===== config.mk =====
export PLATFORM = sky130hd
export DESIGN_NAME = psc_sign_top
export DESIGN_NICKNAME = d
export VERILOG_FILES = /design/src/psc_pkg.sv /design/src/psc_idx_if.sv /design/src/psc_index_counter.sv /design/src/psc_sign_top.sv
export SDC_FILE = /design/constraint.sdc
export NUM_CORES = 1
export LEC_CHECK = 0
export BUFFER_PORTS_ARGS = -buffer_cell sky130_fd_sc_hd__buf_2
export CELL_PAD_IN_SITES_DETAIL_PLACEMENT = 0
export CELL_PAD_IN_SITES_GLOBAL_PLACEMENT = 2
export CORE_MARGIN = 2
export CORE_UTILIZATION = 25
export CTS_BUF_LIST = sky130_fd_sc_hd__clkbuf_2
export DETAILED_ROUTE_END_ITERATION = 7
export GPL_TIMING_DRIVEN = 0
export PLACE_DENSITY = 0.81
export RECOVER_POWER = 100
export SYNTH_ARGS = -nofsm -noshare
export SYNTH_HDL_FRONTEND = slang
export SYNTH_SLANG_ARGS = --single-unit

===== constraint.sdc =====
create_clock -name clk_in -period 2.9 [get_ports clk_in]
set_input_delay 0.29 -clock clk_in [delete_from_list [all_inputs] [get_ports clk_in]]
set_output_delay 0.29 -clock clk_in [all_outputs]
set_load 0.01 [all_outputs]

===== src/psc_pkg.sv =====
// Purpose: shared constants for the product sign punch and check block
// Assumes: card cycle positions counted in tenths of an index point
// Notes:   positions are decoded from one cycle-position counter that stops with the feed
package psc_pkg;
  // card cycle geometry, in tenths of an index point
  localparam int unsigned POS_W         = 8;
  localparam logic [7:0]  CYCLE_TENTHS  = 8'hA0;  // 16.0 index points per card cycle
  localparam logic [7:0]  X_TIME_POS    = 8'h6E;  // 11.0, the X row under the brushes
  localparam logic [7:0]  FLAG_HOLD_POS = 8'h32;  // 5.0, end of factor flag hold
  localparam logic [7:0]  PICKUP_POS    = 8'h43;  // 6.7, delay pickup point
  localparam logic [7:0]  DELAY_END_POS = 8'h73;  // 11.5, end of delay hold
  // default clock cycles per tenth of an index point
  localparam int unsigned TICK_DIV_DEF  = 4;
  // apb register byte offsets
  localparam logic [3:0]  OFF_CTRL   = 4'h0;
  localparam logic [3:0]  OFF_STATUS = 4'h4;
  localparam logic [3:0]  OFF_CMD    = 4'h8;
  localparam logic [3:0]  OFF_POS    = 4'hC;
  // control register fields
  localparam int unsigned CTRL_W       = 4;
  localparam int unsigned CTRL_SIGN_EN = 0;
  localparam int unsigned CTRL_CHECK   = 1;
  localparam int unsigned CTRL_REVERSE = 2;
  localparam int unsigned CTRL_RUN     = 3;
  localparam logic [3:0]  CTRL_RST     = 4'h0;
  // command register field
  localparam int unsigned CMD_ERR_RESET = 0;
endpackage : psc_pkg


===== src/psc_idx_if.sv =====
// Purpose: carries cycle position and index-point events between modules
// Assumes: every event is a single clock-cycle pulse
// Notes:   source is the position counter, sink is the sign logic
interface psc_idx_if;
  logic [7:0] pos;            // current position, tenths
  logic       x_evt;          // x time
  logic       hold_end_evt;   // 5.0
  logic       pickup_evt;     // 6.7
  logic       delay_end_evt;  // 11.5
  logic       cycle_end_evt;  // last tenth of the cycle
  modport src (output pos, x_evt, hold_end_evt, pickup_evt, delay_end_evt, cycle_end_evt);
  modport snk (input  pos, x_evt, hold_end_evt, pickup_evt, delay_end_evt, cycle_end_evt);
endinterface : psc_idx_if


===== src/psc_index_counter.sv =====
// Purpose: card cycle position counter with single-tick cam events
// Assumes: run_in stays high while the card feed turns
// Notes:   each cam event fires on the one clock that enters its position; cycle end fires on the last clock of 15.9
module psc_index_counter
  import psc_pkg::*;
#(
  parameter int unsigned TICK_DIV = TICK_DIV_DEF
)(
  // clock and reset
  input  wire logic clk_in,
  input  wire logic rst_in,
  // feed running
  input  wire logic run_in,
  // events
  psc_idx_if.src    idx
);
  logic [15:0] div_q;  // clocks within one tenth
  logic [7:0]  pos_q;  // position in tenths
  wire         step  = run_in && (div_q == 16'(TICK_DIV - 1));
  wire         first = run_in && (div_q == 16'h0000);
  wire         wrap  = step && (pos_q == CYCLE_TENTHS - 8'h01);

  // divider and position; the counter freezes while the feed is stopped
  always_ff @(posedge clk_in)
  begin
    if (rst_in)
    begin
      div_q <= 16'h0000;
      pos_q <= 8'h00;
    end
    else if (run_in)
    begin
      div_q <= step ? 16'h0000 : div_q + 16'h0001;
      if (step)
        pos_q <= wrap ? 8'h00 : pos_q + 8'h01;
    end
  end

  // cam decodes, one tick each
  assign idx.pos           = pos_q;
  assign idx.x_evt         = first && (pos_q == X_TIME_POS);
  assign idx.hold_end_evt  = first && (pos_q == FLAG_HOLD_POS);
  assign idx.pickup_evt    = first && (pos_q == PICKUP_POS);
  assign idx.delay_end_evt = first && (pos_q == DELAY_END_POS);
  assign idx.cycle_end_evt = wrap;
endmodule : psc_index_counter


===== src/psc_sign_top.sv =====
// Purpose: product sign punch and sign check logic with apb control
// Assumes: brush inputs are high while a hole is under the brush
// Notes:   apb writes take no wait state, reads one; one card cycle per wrap
//
// Function
// - X in assigned column marks factor negative
// - product negative when exactly one factor negative
// - enabled sign gate at X time qualifies all
// - factor flags set at X, hold to 5.0
// - delay flag picks at 6.7 on odd count
// - delay flag holds until 11.5 then clears
// - punch mode fires product X at X time
// - check with reversal swaps factor sign inputs
// - check mode product X flag joins the vote
// - check mode sign disagreement stops and flags error
// - check delay, then check error, then error latch
// - stop only at end of second-brush cycle
// - error latch holds until error reset pressed
// - rate card cycle blocks error latch pickup
module psc_sign_top
  import psc_pkg::*;
#(
  parameter int unsigned TICK_DIV = TICK_DIV_DEF
)(
  // clock and reset
  input  wire logic        clk_in,
  input  wire logic        rst_in,
  // apb slave
  input  wire logic        psel_in,
  input  wire logic        penable_in,
  input  wire logic        pwrite_in,
  input  wire logic [31:0] paddr_in,
  input  wire logic [31:0] pwdata_in,
  output logic [31:0]      prdata_out,
  output logic             pready_out,
  output logic             pslverr_out,
  // first brush station
  input  wire logic        multiplicand_sign_in,
  input  wire logic        multiplier_sign_in,
  input  wire logic        product_sign_check_in,
  // machine controls
  input  wire logic        rate_card_suppress_in,
  input  wire logic        error_reset_in,
  // punch and machine state
  output logic             product_sign_punch_out,
  output logic             machine_stop_out,
  output logic             error_light_out,
  output logic             feed_run_out
);
  psc_idx_if idx ();  // cycle position events

  logic [CTRL_W-1:0] ctrl_q;          // software control bits
  logic [31:0]       prdata_q;        // read data register
  logic              rd_ack_q;        // read data stands, pready in second access cycle
  logic              first_flag_q;    // first_factor_negative_flag
  logic              second_flag_q;   // second_factor_negative_flag
  logic              prod_flag_q;     // product_negative_flag
  logic              sign_pending_q;  // vote caught as factor flags drop
  logic              sign_delay_q;    // sign_delay_flag
  logic              punch_q;         // product sign punch pulse
  logic              check_delay_q;   // check_delay_flag
  logic              check_pend_q;    // check delay caught at 5.0
  logic              check_error_q;   // check_error_flag
  logic              err_latch_q;     // machine_error_latch
  logic              stop_q;          // machine halted on error

  // control decode
  wire sign_enable      = ctrl_q[CTRL_SIGN_EN];
  wire check_mode_relay = ctrl_q[CTRL_CHECK];
  wire factor_reversal  = ctrl_q[CTRL_REVERSE];
  wire feed_run         = ctrl_q[CTRL_RUN] && !stop_q;

  // the gate is the x_time_cam qualified by the enable switch
  wire sign_gate = sign_enable && idx.x_evt;

  // reversal only acts in check mode, swapping the factor columns
  wire swap_in    = check_mode_relay && factor_reversal;
  wire first_sel  = swap_in ? multiplier_sign_in : multiplicand_sign_in;
  wire second_sel = swap_in ? multiplicand_sign_in : multiplier_sign_in;

  // an X under its own wired column sets each factor flag
  wire first_set  = sign_gate && first_sel;
  wire second_set = sign_gate && second_sel;
  // product X counts only while checking
  wire prod_set   = sign_gate && check_mode_relay && product_sign_check_in;

  // either factor flag held, used by the switch-off check
  wire factor_flags = first_flag_q || second_flag_q;

  // odd count of negatives: factors differ, or disagree with product X
  wire sign_vote = first_flag_q ^ second_flag_q ^ prod_flag_q;

  // punch in punch mode, check-delay in check mode
  wire punch_fire = sign_gate && sign_delay_q && !check_mode_relay;
  wire check_fire = sign_gate && sign_delay_q && check_mode_relay;

  // error latch pickup, blocked while a rate card passes
  wire err_set = sign_gate && check_error_q && !rate_card_suppress_in;

  // apb decode
  wire        apb_acc    = psel_in && penable_in;
  wire        apb_wr     = apb_acc && pwrite_in;
  // a read is registered in its first access cycle and answered in the next
  wire        apb_rd_take = apb_acc && !pwrite_in && !rd_ack_q;
  wire [3:0]  apb_off    = paddr_in[3:0];
  wire        hit_ctrl   = (paddr_in[31:4] == 28'h0000000) && (apb_off == OFF_CTRL);
  wire        hit_status = (paddr_in[31:4] == 28'h0000000) && (apb_off == OFF_STATUS);
  wire        hit_cmd    = (paddr_in[31:4] == 28'h0000000) && (apb_off == OFF_CMD);
  wire        hit_pos    = (paddr_in[31:4] == 28'h0000000) && (apb_off == OFF_POS);
  wire        apb_hit    = hit_ctrl || hit_status || hit_cmd || hit_pos;
  wire        err_clr    = error_reset_in || (apb_wr && hit_cmd && pwdata_in[CMD_ERR_RESET]);

  // status word: flags in the low bits, machine state above
  wire [31:0] status_word = {20'h00000, stop_q, err_latch_q, check_error_q, check_pend_q,
                             check_delay_q, punch_q, sign_delay_q, sign_pending_q,
                             prod_flag_q, second_flag_q, first_flag_q, sign_gate};
  wire [31:0] rd_mux = hit_ctrl   ? {28'h0000000, ctrl_q} :
                       hit_status ? status_word :
                       hit_pos    ? {24'h000000, idx.pos} : 32'h00000000;

  // position counter, frozen while the machine stands
  psc_index_counter #(
    .TICK_DIV (TICK_DIV)
  ) u_idx (
    .clk_in (clk_in),
    .rst_in (rst_in),
    .run_in (feed_run),
    .idx    (idx)
  );

  // apb register writes
  always_ff @(posedge clk_in)
  begin
    if (rst_in)
      ctrl_q <= CTRL_RST;
    else if (apb_wr && hit_ctrl)
      ctrl_q <= pwdata_in[CTRL_W-1:0];
  end

  // apb read data, captured in the first access cycle and held for the answer
  always_ff @(posedge clk_in)
  begin
    if (rst_in)
      prdata_q <= 32'h00000000;
    else if (apb_rd_take)
      prdata_q <= rd_mux;
  end

  // read handshake; the wait state keeps read data on a flip-flop yet valid at pready
  always_ff @(posedge clk_in)
  begin
    if (rst_in)
      rd_ack_q <= 1'b0;
    else
      rd_ack_q <= apb_rd_take;
  end

  // factor and product flags: set at X time, dropped at 5.0
  always_ff @(posedge clk_in)
  begin
    if (rst_in)
    begin
      first_flag_q  <= 1'b0;
      second_flag_q <= 1'b0;
      prod_flag_q   <= 1'b0;
    end
    else
    begin
      first_flag_q  <= first_set  || (first_flag_q  && !idx.hold_end_evt);
      second_flag_q <= second_set || (second_flag_q && !idx.hold_end_evt);
      prod_flag_q   <= prod_set   || (prod_flag_q   && !idx.hold_end_evt);
    end
  end

  // vote caught as the flags drop, consumed at 6.7
  always_ff @(posedge clk_in)
  begin
    if (rst_in)
      sign_pending_q <= 1'b0;
    else if (idx.hold_end_evt)
      sign_pending_q <= sign_vote;
    else if (idx.pickup_evt)
      sign_pending_q <= 1'b0;
  end

  // sign delay: picks at 6.7 on an odd vote, drops at 11.5
  always_ff @(posedge clk_in)
  begin
    if (rst_in)
      sign_delay_q <= 1'b0;
    else if (idx.pickup_evt && sign_pending_q)
      sign_delay_q <= 1'b1;
    else if (idx.delay_end_evt)
      sign_delay_q <= 1'b0;
  end

  // product X punch magnet pulse
  always_ff @(posedge clk_in)
  begin
    if (rst_in)
      punch_q <= 1'b0;
    else
      punch_q <= punch_fire;
  end

  // check delay set at X time, handed on at 5.0
  always_ff @(posedge clk_in)
  begin
    if (rst_in)
    begin
      check_delay_q <= 1'b0;
      check_pend_q  <= 1'b0;
    end
    else
    begin
      check_delay_q <= check_fire || (check_delay_q && !idx.hold_end_evt);
      if (idx.hold_end_evt)
        check_pend_q <= check_delay_q;
      else if (idx.pickup_evt)
        check_pend_q <= 1'b0;
    end
  end

  // check error: picks at 6.7 of the next cycle, holds to 11.5
  always_ff @(posedge clk_in)
  begin
    if (rst_in)
      check_error_q <= 1'b0;
    else if (idx.pickup_evt && check_pend_q)
      check_error_q <= 1'b1;
    else if (idx.delay_end_evt)
      check_error_q <= 1'b0;
  end

  // error latch: a new error beats a reset in the same clock
  always_ff @(posedge clk_in)
  begin
    if (rst_in)
      err_latch_q <= 1'b0;
    else
      err_latch_q <= err_set || (err_latch_q && !err_clr);
  end

  // halt deferred to the end of the second-brush cycle
  always_ff @(posedge clk_in)
  begin
    if (rst_in)
      stop_q <= 1'b0;
    else if (idx.cycle_end_evt && err_latch_q)
      stop_q <= 1'b1;
    else if (err_clr)  // a one-clock software reset must release the halt too
      stop_q <= 1'b0;
  end

  // outputs; the light follows the halt, both cleared by error reset
  assign prdata_out             = prdata_q;
  assign pready_out             = apb_acc && (pwrite_in || rd_ack_q);
  assign pslverr_out            = apb_acc && !apb_hit;
  assign product_sign_punch_out = punch_q;
  assign machine_stop_out       = stop_q;
  assign error_light_out        = stop_q;
  assign feed_run_out           = feed_run;
endmodule : psc_sign_top


==> impl_metrics.tcl <==
set metrics [dict create \
    status "finished with violations" \
    clk_latency_ps 430 \
    leakage_nw 1.38 \
    rows 39 \
    ir_drop_v 0.000117 \
    dp.cells 576 \
    netlist_area_um2 2980 \
    cts_setup_buffers 0 \
    switching_power_mw 0.280 \
    async_flop_share_pct 0 \
    finish.utilization_pct 30.4 \
    dpl-instance-area_um2 3540 \
    min_period_over_period_pct 76.7 \
    cts.clk_slew.worst_paths_ps 240 \
    antenna_found_initial 0 \
    layout-drive-gt1-share_pct 18.6 \
    yosysTopAreaCell "dfxtp_1" \
    max_freq_mhz 450 \
    finalInstanceArea_um2 3500 \
    cts_tree "built" \
    wirelength_um 7950 \
    cts_buffers 5 \
    port_buffers 62 \
    finalHoldViolations 0 \
    switching_share_pct 25.2 \
    cpPeakStageDelay_ps 450 \
    ys_warn_count 0 \
    power_frac_seq_pct 64.7 \
    diodes 0 \
    dp_hpwl_um 6230 \
    synth_edf_count 0 \
    initial_core_util_pct 25.9 \
    fp.dieArea_um2 12800 \
    grt_pass1_wl_um 12800 \
    violations "design-rule violations" \
    finalSetupViolCount 0 \
    mostFrequentLayoutCells "dfxtp_1, buf_2, clkbuf_1" \
    avgRoutedWirePerCell_um 13.6 \
    cp_max_fo 10 \
    period_needed_ps 2220 \
    dr.pass1.iters 6 \
    fin_cells 583 \
    syn2layout_area_growth_pct 17.7 \
    hp-class "in2reg" \
    fin_skew_ps 10.8 \
    synth_top_area_share_pct 35.0 \
    cts_buffer_depth 2 \
    synthCells 352 \
    ios 112 \
    synth_area_per_cell_um2 8.46 \
    max_cap_viol_count 0 \
    die_w_um 113 \
    power_density_nw_per_um2 317 \
    slew_headroom_pct 60.6 \
    drtIter0Drc 122 \
    clock-root-buffer "clkbuf_2" \
    seq_area_frac_synth_pct 35.0 \
    power_frac_comb_pct 10.3 \
    slew_violations 0 \
    hold_buffers 0 \
    drc 12 \
    cts.sinks 52 \
    rsz0062_at_grt "no" \
    hp-start "pwdata_in[2]" \
    grt.total_usage_pct 12.3 \
    fp.coreArea_um2 11500 \
    p_int_mw 0.829 \
    num_vias 2766 \
    required_ps 3250 \
    die_h_um 113 \
    end_kind "register" \
    crit_chain "nor4_1 -> and4_1 -> buf_2 -> clkbuf_1 -> nand2_1 -> o32ai_1" \
    timing.rr.start "u_idx.div_q[2]" \
    final_common_cell "dfxtp_1" \
    synth_seq_cells 52 \
    synth_ff_type "dfxtp_1" \
    worst_path_max_delay_cell "clkbuf_1" \
    total_power_mw 1.11 \
    tns_ps 0 \
    ant_nets 0 \
    cts_resized 0 \
    crit_start "u_idx.div_q[2]" \
    setup.worst_path.start_class "register" \
    cts-htree-levels 2 \
    drt-vias-per-instance 4.74 \
    grt_pass1_vias 2660 \
    yosysUniqueCellTypes 57 \
    place.gp.congestion 0.827 \
    fin_nets 518 \
    gr-total-overflow 0 \
    synth_area_leaders "dfxtp_1, buf_4, a21oi_1" \
    grt_max_degree 15 \
    tightest_slew_ps 591 \
    critPathArrivalTime_ps 2580 \
    path_class "reg2reg" \
    clockPowerShare_pct 25.0 \
]
==> worst max-delay path: cells and delay by family, from the launching register on <==
family                 cells  cell delay, ps
buffers and inverters      2             610
AOI/OAI and AO/OA          1             290
DFF                        1             400
and+or+nand+nor            3             850
==> Yosys cell counts, drive strengths merged (3+ instances only) <==
cell and instances:
nand4b 3, mux2i 11, and3 8, o21ai 13, o41ai 3, nor2 24
nor4 12, buf 27, inv 8, dfxtp 52, nand2b 13, or4 3
nand3 23, a21oi 24, xor2 7, o32ai 5, ha 4, nor4b 5
or3 5, nand2 26, clkbuf 14, xnor2 5, and4 5, nor2b 4
mux2 5, nand4 16
==> layer usage <==
layer	share of wire (%)	GRT usage, %	routed length, um
met5	0	0	0
met4	0.80	2.60	64
met3	5.7	2.46	454
met2	48	21.5	3780
met1	46	15.8	3650
==> power by group through the flow <==
stage	Sequential [mW]	Clock [mW]	Combinational, mW
after floorplan	0.731	0	0.0681
after global placement	0.731	0	0.115
after detailed placement	0.731	0	0.115
after CTS	0.718	0.299	0.115
after global routing	0.719	0.330	0.126
final	0.718	0.278	0.114
==> cell families (layout without fill, tap and decap cells) <==
kind of cell,Yosys count,count (layout),synth area share [%]
adders and majority gates,4,4,1.68
xor gates and xnor gates,12,12,3.53
muxes,16,16,5.59
and+or+nand+nor,161,161,32.9
other,1,20,0.126
buffers and inverters,49,118,9.33
AOI/OAI and AO/OA,57,57,11.8
DFF,52,52,35.0
==> registers in the layout, indices dropped and copies added, names as in the netlist, 4 cells and up <==
| register | flops |
|---|---|
| u_idx.idx.pos | 8 |
| prdata_out | 12 |
| ctrl_q | 4 |
| u_idx.div_q | 16 |
==> area by class of cell <==
type,count,area [um2]
Fill cell,1284,8010
Clock buffer,6,30.0
Inverter,8,30.0
Tap cell,143,179
Multi-Input combinational cell,270,1690
Buffer,41,236
Clock inverter,1,5.00
Sequential cell,52,1040
Timing Repair Buffer,62,289
==> per-stage QoR <==
stage	hold slack, ps	worst slack [ps]
after floorplan	442	1220
final	80.0	676
after global placement	437	937
after CTS	58.2	916
after global routing	38.8	463
after detailed placement	437	967
==> path summary, 6_finish.rpt <==
check | depth (start not counted) | slack [ps] | to
worst min-delay path | 3 | 80 | ctrl_q[2]
worst max-delay path | 6 | 680 | err_latch_q
worst min register to register | 2 | 470 | prdata_out[2]
worst max register to register | 6 | 680 | err_latch_q
Note: power is estimated with default switching activity, not from simulation.
